File: src/rtl/psm_consts.svh
// Timing counts, key value and bit positions for the power saving mode control.
// Included by the package and the design files.
`ifndef PSM_CONSTS_SVH
`define PSM_CONSTS_SVH
`define PSM_CLK_PERIOD_NS     100
`define PSM_RST_MIN_CLOCKS    24
`define PSM_STAB_TIME_NS      10000
`define PSM_STAB_CYCLES       ((`PSM_STAB_TIME_NS + `PSM_CLK_PERIOD_NS - 1) / `PSM_CLK_PERIOD_NS)
`define PSM_WDT_KEY_DISABLE   8'h55
`define PSM_STANDBY_BIT       7
`define PSM_RESET_PC          16'h0000
`endif

File: src/rtl/psm_pkg.sv
// Types shared by the power saving mode control files.
// Assumes psm_consts.svh sits beside it on the include path.
`include "psm_consts.svh"
package psm_pkg;
	typedef enum logic [2:0] {
		PSM_RUN,
		PSM_IDLE,
		PSM_PDOWN,
		PSM_STAB
	} psm_state_t;

	typedef struct packed {
		logic cpu;
		logic acq;
		logic disp;
		logic mem;
		logic i2c;
		logic timer;
		logic wdt;
		logic pwm;
		logic sadc;
	} psm_clk_en_t;

	typedef struct packed {
		logic ext_int;
		logic sadc_int;
		logic any_int;
	} psm_wake_t;
endpackage

File: src/rtl/psm_ctrl.sv
// Power saving mode control: idle, power-down and standby clock gating.
// Assumes the core drives the write strobes and wake inputs on clk.
// Operation
// - Idle request keeps oscillator, gates CPU, acquisition and display clocks.
// - Idle keeps memory, I2C, timer, watchdog and PWM clocks running.
// - Idle freezes CPU, registers, RAM and output pin levels.
// - Enabled interrupt clears idle request, ends idle, interrupt is serviced.
// - Configured software ADC compare interrupt also ends idle.
// - Hardware reset held 24 clocks completes reset and leaves idle.
// - Hardware reset initialises registers and display memory, PC to zero.
// - Power-down request stops the crystal oscillator.
// - Power-down retains registers and data memory, loses auxiliary/display memory.
// - External level interrupt wakes power-down without a clock.
// - Configured software ADC compare interrupt also ends power-down.
// - Hardware reset ends power-down, initialises registers, PC to zero.
// - Standby bit 7 of ROM bank register disables acquisition and display only.
// - Standby combines with idle or power-down and persists after wake.
// - Watchdog disabled only by writing 55h to the watchdog key.
// - Watchdog key register is an eight-bit field.
`timescale 1ns/1ps
`include "psm_consts.svh"
module psm_ctrl (
	input  wire logic          clk,             // System clock
	input  wire logic          reset_n,         // Async reset, active low
	input  wire logic          hw_reset_n,      // External hardware reset, active low
	input  wire logic          power_control_wr, // Write strobe for power_control_reg
	input  wire logic          idle_req_in,     // Written idle_request_bit
	input  wire logic          pdown_req_in,    // Written powerdown_request_bit
	input  wire logic          rom_bank_wr,     // Write strobe for rom_bank_reg
	input  wire logic [7:0]    rom_bank_in,     // Written rom_bank_reg value
	input  wire logic          watchdog_key_wr, // Write strobe for watchdog_key
	input  wire logic [7:0]    watchdog_key_in, // Written watchdog_key value
	input  wire logic          wdt_enable,      // Watchdog is active
	input  wire logic          sadc_wake_en,    // Software ADC compare may wake
	input  wire psm_pkg::psm_wake_t wake,       // Wake interrupt requests
	output logic               idle_request_bit,      // Idle request flag
	output logic               powerdown_request_bit, // Power-down request flag
	output logic               standby,         // Standby bit
	output logic [7:0]         watchdog_key,    // Watchdog key register
	output logic               wdt_disabled,    // Watchdog disabled by key
	output logic               osc_run,         // Crystal oscillator enable
	output psm_pkg::psm_clk_en_t clk_en,        // Per-section clock enables
	output logic               int_service,     // Pulse: wake interrupt to be serviced
	output logic               sys_reset,       // Pulse: hardware reset completed
	output logic               aux_mem_lost     // Auxiliary/display memory invalid
);
	import psm_pkg::*;

	psm_state_t state_q;
	psm_state_t state_d;
	logic [7:0] stab_q;
	logic       reset_done;
	logic       stab_done;
	logic       idle_wake;
	logic       pdown_wake;

	psm_reset_filter u_rst (
		.clk        (clk),
		.reset_n    (reset_n),
		.hw_reset_n (hw_reset_n),
		.reset_done (reset_done)
	);

	assign idle_wake = wake.any_int || (sadc_wake_en && wake.sadc_int);
	assign pdown_wake = wake.ext_int || (sadc_wake_en && wake.sadc_int);
	assign stab_done = (stab_q == 8'(`PSM_STAB_CYCLES - 1));

	always_comb begin
		state_d = state_q;
		case (state_q)
			PSM_RUN: begin
				if (power_control_wr && pdown_req_in) begin
					state_d = PSM_PDOWN;
				end else if (power_control_wr && idle_req_in) begin
					state_d = PSM_IDLE;
				end
			end
			PSM_IDLE: begin
				if (idle_wake) begin
					state_d = PSM_RUN;
				end
			end
			PSM_PDOWN: begin
				if (pdown_wake) begin
					state_d = PSM_STAB;
				end
			end
			PSM_STAB: begin
				if (stab_done) begin
					state_d = PSM_RUN;
				end
			end
			default: begin
				state_d = PSM_RUN;
			end
		endcase
		if (reset_done) begin
			state_d = PSM_RUN;
		end
	end

	always_ff @(posedge clk or negedge reset_n) begin
		if (!reset_n) begin
			state_q <= PSM_RUN;
		end else begin
			state_q <= state_d;
		end
	end

	always_ff @(posedge clk or negedge reset_n) begin
		if (!reset_n) begin
			stab_q <= 8'h00;
		end else if (state_q == PSM_STAB) begin
			stab_q <= stab_q + 8'h01;
		end else begin
			stab_q <= 8'h00;
		end
	end

	// Request flags: hardware clears on return to run, set by software write
	always_ff @(posedge clk or negedge reset_n) begin
		if (!reset_n) begin
			idle_request_bit      <= 1'b0;
			powerdown_request_bit <= 1'b0;
		end else if (reset_done) begin
			idle_request_bit      <= 1'b0;
			powerdown_request_bit <= 1'b0;
		end else if (power_control_wr && state_q == PSM_RUN) begin
			idle_request_bit      <= idle_req_in && !pdown_req_in;
			powerdown_request_bit <= pdown_req_in;
		end else if (state_d == PSM_RUN && state_q != PSM_RUN) begin
			idle_request_bit      <= 1'b0;
			powerdown_request_bit <= 1'b0;
		end
	end

	// Standby persists across idle/power-down; only software or reset changes it
	always_ff @(posedge clk or negedge reset_n) begin
		if (!reset_n) begin
			standby <= 1'b0;
		end else if (reset_done) begin
			standby <= 1'b0;
		end else if (rom_bank_wr) begin
			standby <= rom_bank_in[`PSM_STANDBY_BIT];
		end
	end

	always_ff @(posedge clk or negedge reset_n) begin
		if (!reset_n) begin
			watchdog_key <= 8'h00;
			wdt_disabled <= 1'b0;
		end else if (reset_done) begin
			watchdog_key <= 8'h00;
			wdt_disabled <= 1'b0;
		end else if (watchdog_key_wr) begin
			watchdog_key <= watchdog_key_in;
			wdt_disabled <= wdt_enable && (watchdog_key_in == `PSM_WDT_KEY_DISABLE);
		end
	end

	always_ff @(posedge clk or negedge reset_n) begin
		if (!reset_n) begin
			aux_mem_lost <= 1'b0;
		end else if (reset_done) begin
			aux_mem_lost <= 1'b0;
		end else if (state_q == PSM_PDOWN) begin
			aux_mem_lost <= 1'b1;
		end
	end

	always_ff @(posedge clk or negedge reset_n) begin
		if (!reset_n) begin
			int_service <= 1'b0;
			sys_reset   <= 1'b0;
		end else begin
			int_service <= !reset_done && ((state_q == PSM_IDLE && idle_wake) ||
				(state_q == PSM_STAB && stab_done));
			sys_reset   <= reset_done;
		end
	end

	// Clock gating per section
	always_comb begin
		logic run;
		logic live;
		run  = (state_q == PSM_RUN);
		live = (state_q == PSM_RUN) || (state_q == PSM_IDLE);
		osc_run      = (state_q != PSM_PDOWN);
		clk_en.cpu   = run;
		clk_en.acq   = run && !standby;
		clk_en.disp  = run && !standby;
		clk_en.mem   = live;
		clk_en.i2c   = live;
		clk_en.timer = live;
		clk_en.wdt   = live;
		clk_en.pwm   = live;
		clk_en.sadc  = run;
	end

	property p_pdown_priority;
		@(posedge clk) disable iff (!reset_n)
		(state_q == PSM_RUN && power_control_wr && pdown_req_in && !reset_done) |=>
			state_q == PSM_PDOWN;
	endproperty
	a_pdown_priority: assert property (p_pdown_priority) else $error("no power-down");

	property p_idle_gating;
		@(posedge clk) disable iff (!reset_n)
		(state_q == PSM_IDLE) |-> (osc_run && !clk_en.cpu && !clk_en.disp && !clk_en.acq);
	endproperty
	a_idle_gating: assert property (p_idle_gating) else $error("idle gating wrong");

	property p_idle_live;
		@(posedge clk) disable iff (!reset_n)
		(state_q == PSM_IDLE) |-> (clk_en.mem && clk_en.i2c && clk_en.timer && clk_en.wdt && clk_en.pwm);
	endproperty
	a_idle_live: assert property (p_idle_live) else $error("idle live clocks off");

	property p_idle_wake;
		@(posedge clk) disable iff (!reset_n)
		(state_q == PSM_IDLE && wake.any_int && !reset_done) |=>
			(state_q == PSM_RUN && !idle_request_bit && int_service);
	endproperty
	a_idle_wake: assert property (p_idle_wake) else $error("idle wake failed");

	property p_pdown_osc;
		@(posedge clk) disable iff (!reset_n)
		(state_q == PSM_PDOWN) |-> !osc_run;
	endproperty
	a_pdown_osc: assert property (p_pdown_osc) else $error("oscillator in power-down");

	property p_stab_hold;
		@(posedge clk) disable iff (!reset_n)
		(state_q == PSM_PDOWN && pdown_wake && !reset_done) |=>
			(!clk_en.cpu)[*2] ##0 (state_q == PSM_STAB);
	endproperty
	a_stab_hold: assert property (p_stab_hold) else $error("stab too short");

	property p_stab_end;
		@(posedge clk) disable iff (!reset_n)
		$rose(state_q == PSM_STAB) |-> ##[1:200] (state_q == PSM_RUN);
	endproperty
	a_stab_end: assert property (p_stab_end) else $error("stab never ends");

	property p_reset_exit;
		@(posedge clk) disable iff (!reset_n)
		reset_done |=> (state_q == PSM_RUN && sys_reset && !standby);
	endproperty
	a_reset_exit: assert property (p_reset_exit) else $error("reset exit wrong");

	property p_standby_keep;
		@(posedge clk) disable iff (!reset_n)
		(state_q != PSM_RUN && !rom_bank_wr && !reset_done) |=> $stable(standby);
	endproperty
	a_standby_keep: assert property (p_standby_keep) else $error("standby lost");

	property p_wkey;
		@(posedge clk) disable iff (!reset_n)
		(watchdog_key_wr && !reset_done && watchdog_key_in != `PSM_WDT_KEY_DISABLE) |=>
			!wdt_disabled;
	endproperty
	a_wkey: assert property (p_wkey) else $error("watchdog off by bad key");
endmodule

File: src/rtl/psm_reset_filter.sv
// Counts how long the external hardware reset has been held.
// Assumes hw_reset_n is synchronous to clk.
`timescale 1ns/1ps
`include "psm_consts.svh"
module psm_reset_filter (
	input  wire logic clk,        // System clock
	input  wire logic reset_n,    // Async reset, active low
	input  wire logic hw_reset_n, // External hardware reset pin, active low
	output logic      reset_done  // Pulse after hold reaches the minimum
);
	logic [4:0] cnt_q;

	always_ff @(posedge clk or negedge reset_n) begin
		if (!reset_n) begin
			cnt_q <= 5'h00;
		end else if (hw_reset_n) begin
			cnt_q <= 5'h00;
		end else if (cnt_q != 5'(`PSM_RST_MIN_CLOCKS)) begin
			cnt_q <= cnt_q + 5'h01;
		end
	end

	always_ff @(posedge clk or negedge reset_n) begin
		if (!reset_n) begin
			reset_done <= 1'b0;
		end else begin
			reset_done <= !hw_reset_n && (cnt_q == 5'(`PSM_RST_MIN_CLOCKS - 1));
		end
	end
endmodule

File: config.mk
export PLATFORM = sky130hd
export DESIGN_NAME = psm_ctrl
export DESIGN_NICKNAME = d
export VERILOG_FILES = /design/src/rtl/psm_pkg.sv /design/src/rtl/psm_ctrl.sv /design/src/rtl/psm_reset_filter.sv
export VERILOG_INCLUDE_DIRS = /design/src /design/src/rtl
export SDC_FILE = /design/constraint.sdc
export NUM_CORES = 1
export LEC_CHECK = 0
export BUFFER_PORTS_ARGS = -buffer_cell sky130_fd_sc_hd__buf_2
export CAP_MARGIN = 20
export CORE_ASPECT_RATIO = 1.75
export CORE_MARGIN = 2
export CORE_UTILIZATION = 45
export DETAILED_ROUTE_END_ITERATION = 7
export PLACE_DENSITY = 0.8
export SLEW_MARGIN = 20
export SYNTH_ARGS = -nofsm -noshare
export SYNTH_HDL_FRONTEND = slang
export SYNTH_SLANG_ARGS = --single-unit
File: constraint.sdc
create_clock -name clk -period 1.45 [get_ports clk]
set_input_delay 0.0725 -clock clk [delete_from_list [all_inputs] [get_ports clk]]
set_output_delay 0.0725 -clock clk [all_outputs]
set_load 0.01 [all_outputs]
==> key figures <==
Clocking
  • Cts bufs inserted: 5
  • Clock tree root driver cell: clkbuf_8
  • Worst-path clk slew: 0.06 ns
  • CTS tree: built
  • CTS max path bufs: 2
  • CTS HTree Levels: 2
  • Clock Sinks: 32
  • Clock Latency Late Sink: 0.28 ns

Synthesis
  • Cells after Synth: 152
  • Post-synthesis sequential area ratio: 49.8%
  • Yosys reg bits: 32
  • YS warnings: 0
  • Average cell area after synthesis: 10.6 µm²
  • Syn nets: 184
  • Post-Syn Area: 1610 µm²
  • Post-synthesis cell type count: 38

Die
  • Die X: 49.2 µm
  • Die ar.: 4090 µm²
  • Die Ht: 83.1 µm
  • Core area: 3400 µm²
  • Ports: 54
  • Row count: 28
  • Initial Util: 47.3%

Timing
  • Final Cycle Share: 95.9%
  • Final worst slack: 0.0594 ns
  • Sum Neg Setup Slack: 0 ns
  • Final-report setup violation count: 0
  • Final Hold Vio Count: 0
  • Setup Skew: 0.00476 ns
  • Max-slew headroom: 54.3%
  • Max Fclk: 719 MHz
  • Minimum clock period: 1.39 ns
  • Pins Over Slew Limit: 0
  • Worst-margin pin slew: 0.686 ns
  • Hold_ws: 0.0183 ns

Placed design
  • Area of placed instances: 1880 µm²
  • # placed instances: 242
  • Global placer's final weighted congestion: 0.717
  • Port Buffers: 46
  • Pre-CTS setup slack: 0.0651 ns
  • DP Wirelength: 2420 µm

Layout
  • Register area: 805 µm²
  • Area Growth Syn to Fin: 28.1%
  • Fillers: 300
  • Count of non-filler cells in the finished layout: 254
  • Finished Cell Area: 2060 µm²
  • Final core occ: 60.6%
  • Area of the multi-input gates: 714 µm²
  • Commonest non-fill, non-tap cells in the layout: buf_2 (46), dfrtp_1 (29), nor2_1 (26), buf_4 (12), a21oi_1 (11)
  • Layout cells sized above 1: 39.2%
  • Diodes inserted: 0
  • Most common cell after layout, fill and taps aside: buf_2
  • Layout Nets: 240

Flow run
  • Max Cap Viol: 0

Power
  • Clock network fraction of total power: 39.0%
  • Part of the power in registers: 46.1%
  • Psw: 0.512 mW
  • Pwr per Cell Area: 1020 nW/µm²
  • Comb power frac: 14.9%
  • Fraction of power spent switching nets: 24.3%
  • Peak supply drop: 1350 µV
  • Leak: 1.02 nW
  • Pint: 1.60 mW
  • Total power: 2.11 mW

Global route
  • First-pass GRT wire length: 5580 µm
  • Largest net degree at the start of global routing: 33
  • Vias in the first global route: 1,291
  • Global Route Usage Sum: 17.9%
  • Initial antenna violation count: 0
  • Grt ovf: 0

Drt
  • Final ANT Viol Nets: 0
  • Starting DRC count in detailed routing: 21
  • Via density per instance: 4.97
  • Via count: 1,263
  • Pre-antenna DRT Iters: 4
  • Routed wire length: 3240 µm
  • Routed len/inst: 12.7 µm
  • Post-route DRC: 0

Worst setup path
  • WS Path Type: reg -> reg
  • Arr. time, crit path: 1.59 ns
  • Worst setup EP type: flip-flop
  • Worst setup SP type: flip-flop
  • Worst-path fanout max: 4
  • CP required: 1.65 ns

Run status
  • Status: finished, final reports clean

Worst hold path
  • Min-delay worst type: in -> reg
==> power groups by stage <==
stage	sequential [mW]	clock, mW	combinational [mW]
floorplan	0.996	0	0.167
global placement	0.992	0	0.276
global route	0.980	0.897	0.347
CTS	0.973	0.861	0.300
detailed placement	0.992	0	0.284
finish	0.973	0.823	0.314
==> flip-flops by register name, indices dropped and copies added, names as in the netlist, 3 cells and up <==
register	count
watchdog_key	8
u_rst.cnt_q	5
state_q	3
stab_q	8
==> layer usage <==
metal	track usage, %	part of all wire (%)
met2	32.9	58
met3	3.42	3.6
met5	0	0
met1	18.0	36
met4	10.1	2.2
==> worst paths after layout <==
kind,from,to,slack [ns],cells past startpoint
worst max-delay path,stab_q[1]$_DFF_PN0_,state_q[0]$_DFF_PN0_,0.06,5
worst min-delay path,hw_reset_n,u_rst.cnt_q[2]$_DFFE_PN0P_,0.02,2
worst max register to register,stab_q[1]$_DFF_PN0_,state_q[0]$_DFF_PN0_,0.06,5
worst min register to register,aux_mem_lost$_DFFE_PN0P_,aux_mem_lost$_DFFE_PN0P_,0.49,2
max in group asynchronous,reset_n,state_q[0]$_DFF_PN0_,0.60,2
min in group asynchronous,reset_n,watchdog_key[4]$_DFFE_PN0P_,0.37,2
==> final cells by class <==
class                   instances  area share, %
multi-input cells             104           34.7
flip-flops and latches         32           39.1
inverters                       4          0.729
clock buffers                   6           3.52
well taps                      45           2.73
clock inverters                 2           1.70
repair buffers                 61           17.6
==> worst max-delay path, stage by stage, from the launching register on <==
cell and delay (ns):
dfrtp_1 0.40, ha_1 0.19, and4b_1 0.20, a21oi_2 0.23, a21oi_1 0.08, a211oi_2 0.21
==> cell families (layout without fill, tap and decap cells) <==
group           Yosys count  after routing  synth area share, %
compound gates           22             22                 10.0
xor+xnor                  8              8                 4.36
fa+ha+maj                 3              3                 2.33
buf+inv                  16             73                 6.85
flops                    32             32                 49.8
mux                       8              8                 4.98
other cells               1              1                0.233
simple gates             62             62                 21.4
==> Yosys cell counts <==
library cell / n / area [µm²]
a21o_4: 1 / 15.0
xnor2_1: 3 / 26.3
inv_1: 4 / 15.0
o21ai_0: 2 / 10.0
nor3_4: 1 / 16.3
nand2_1: 8 / 30.0
nor4_2: 1 / 12.5
buf_2: 1 / 5.00
nand2b_1: 3 / 18.8
a221oi_2: 1 / 15.0
buf_6: 2 / 22.5
a21o_2: 1 / 8.76
a21oi_1: 11 / 55.1
a211oi_2: 1 / 12.5
o311ai_1: 2 / 17.5
mux2i_1: 8 / 80.1
conb_1: 1 / 3.75
xor2_1: 5 / 43.8
nand3b_4: 1 / 20.0
dfrtp_1: 32 / 801
o31a_1: 1 / 8.76
nor4_1: 1 / 6.26
and4b_1: 1 / 10.0
nand4b_1: 4 / 35.0
buf_8: 1 / 15.0
nand3_1: 7 / 35.0
a2111oi_1: 1 / 10.0
nor3_2: 1 / 10.0
nor3b_1: 1 / 7.51
clkbuf_1: 2 / 7.51
ha_1: 3 / 37.5
nor2b_2: 1 / 8.76
a21oi_2: 1 / 8.76
nor3_1: 2 / 10.0
buf_4: 6 / 45.0
nor2_1: 27 / 101
nor4bb_1: 1 / 10.0
or3_1: 2 / 12.5
==> timing repair <==
action / CTS / global route
resized for setup: 4 / 3
buffers inserted: 2 / 1
endpoints found under the setup margin: 3 / 10
pin swaps: 0 / 1
hold buffers: 1 / 0
hold endpoints to repair: 32 / 0
Note: power is estimated with default switching activity, not from simulation.
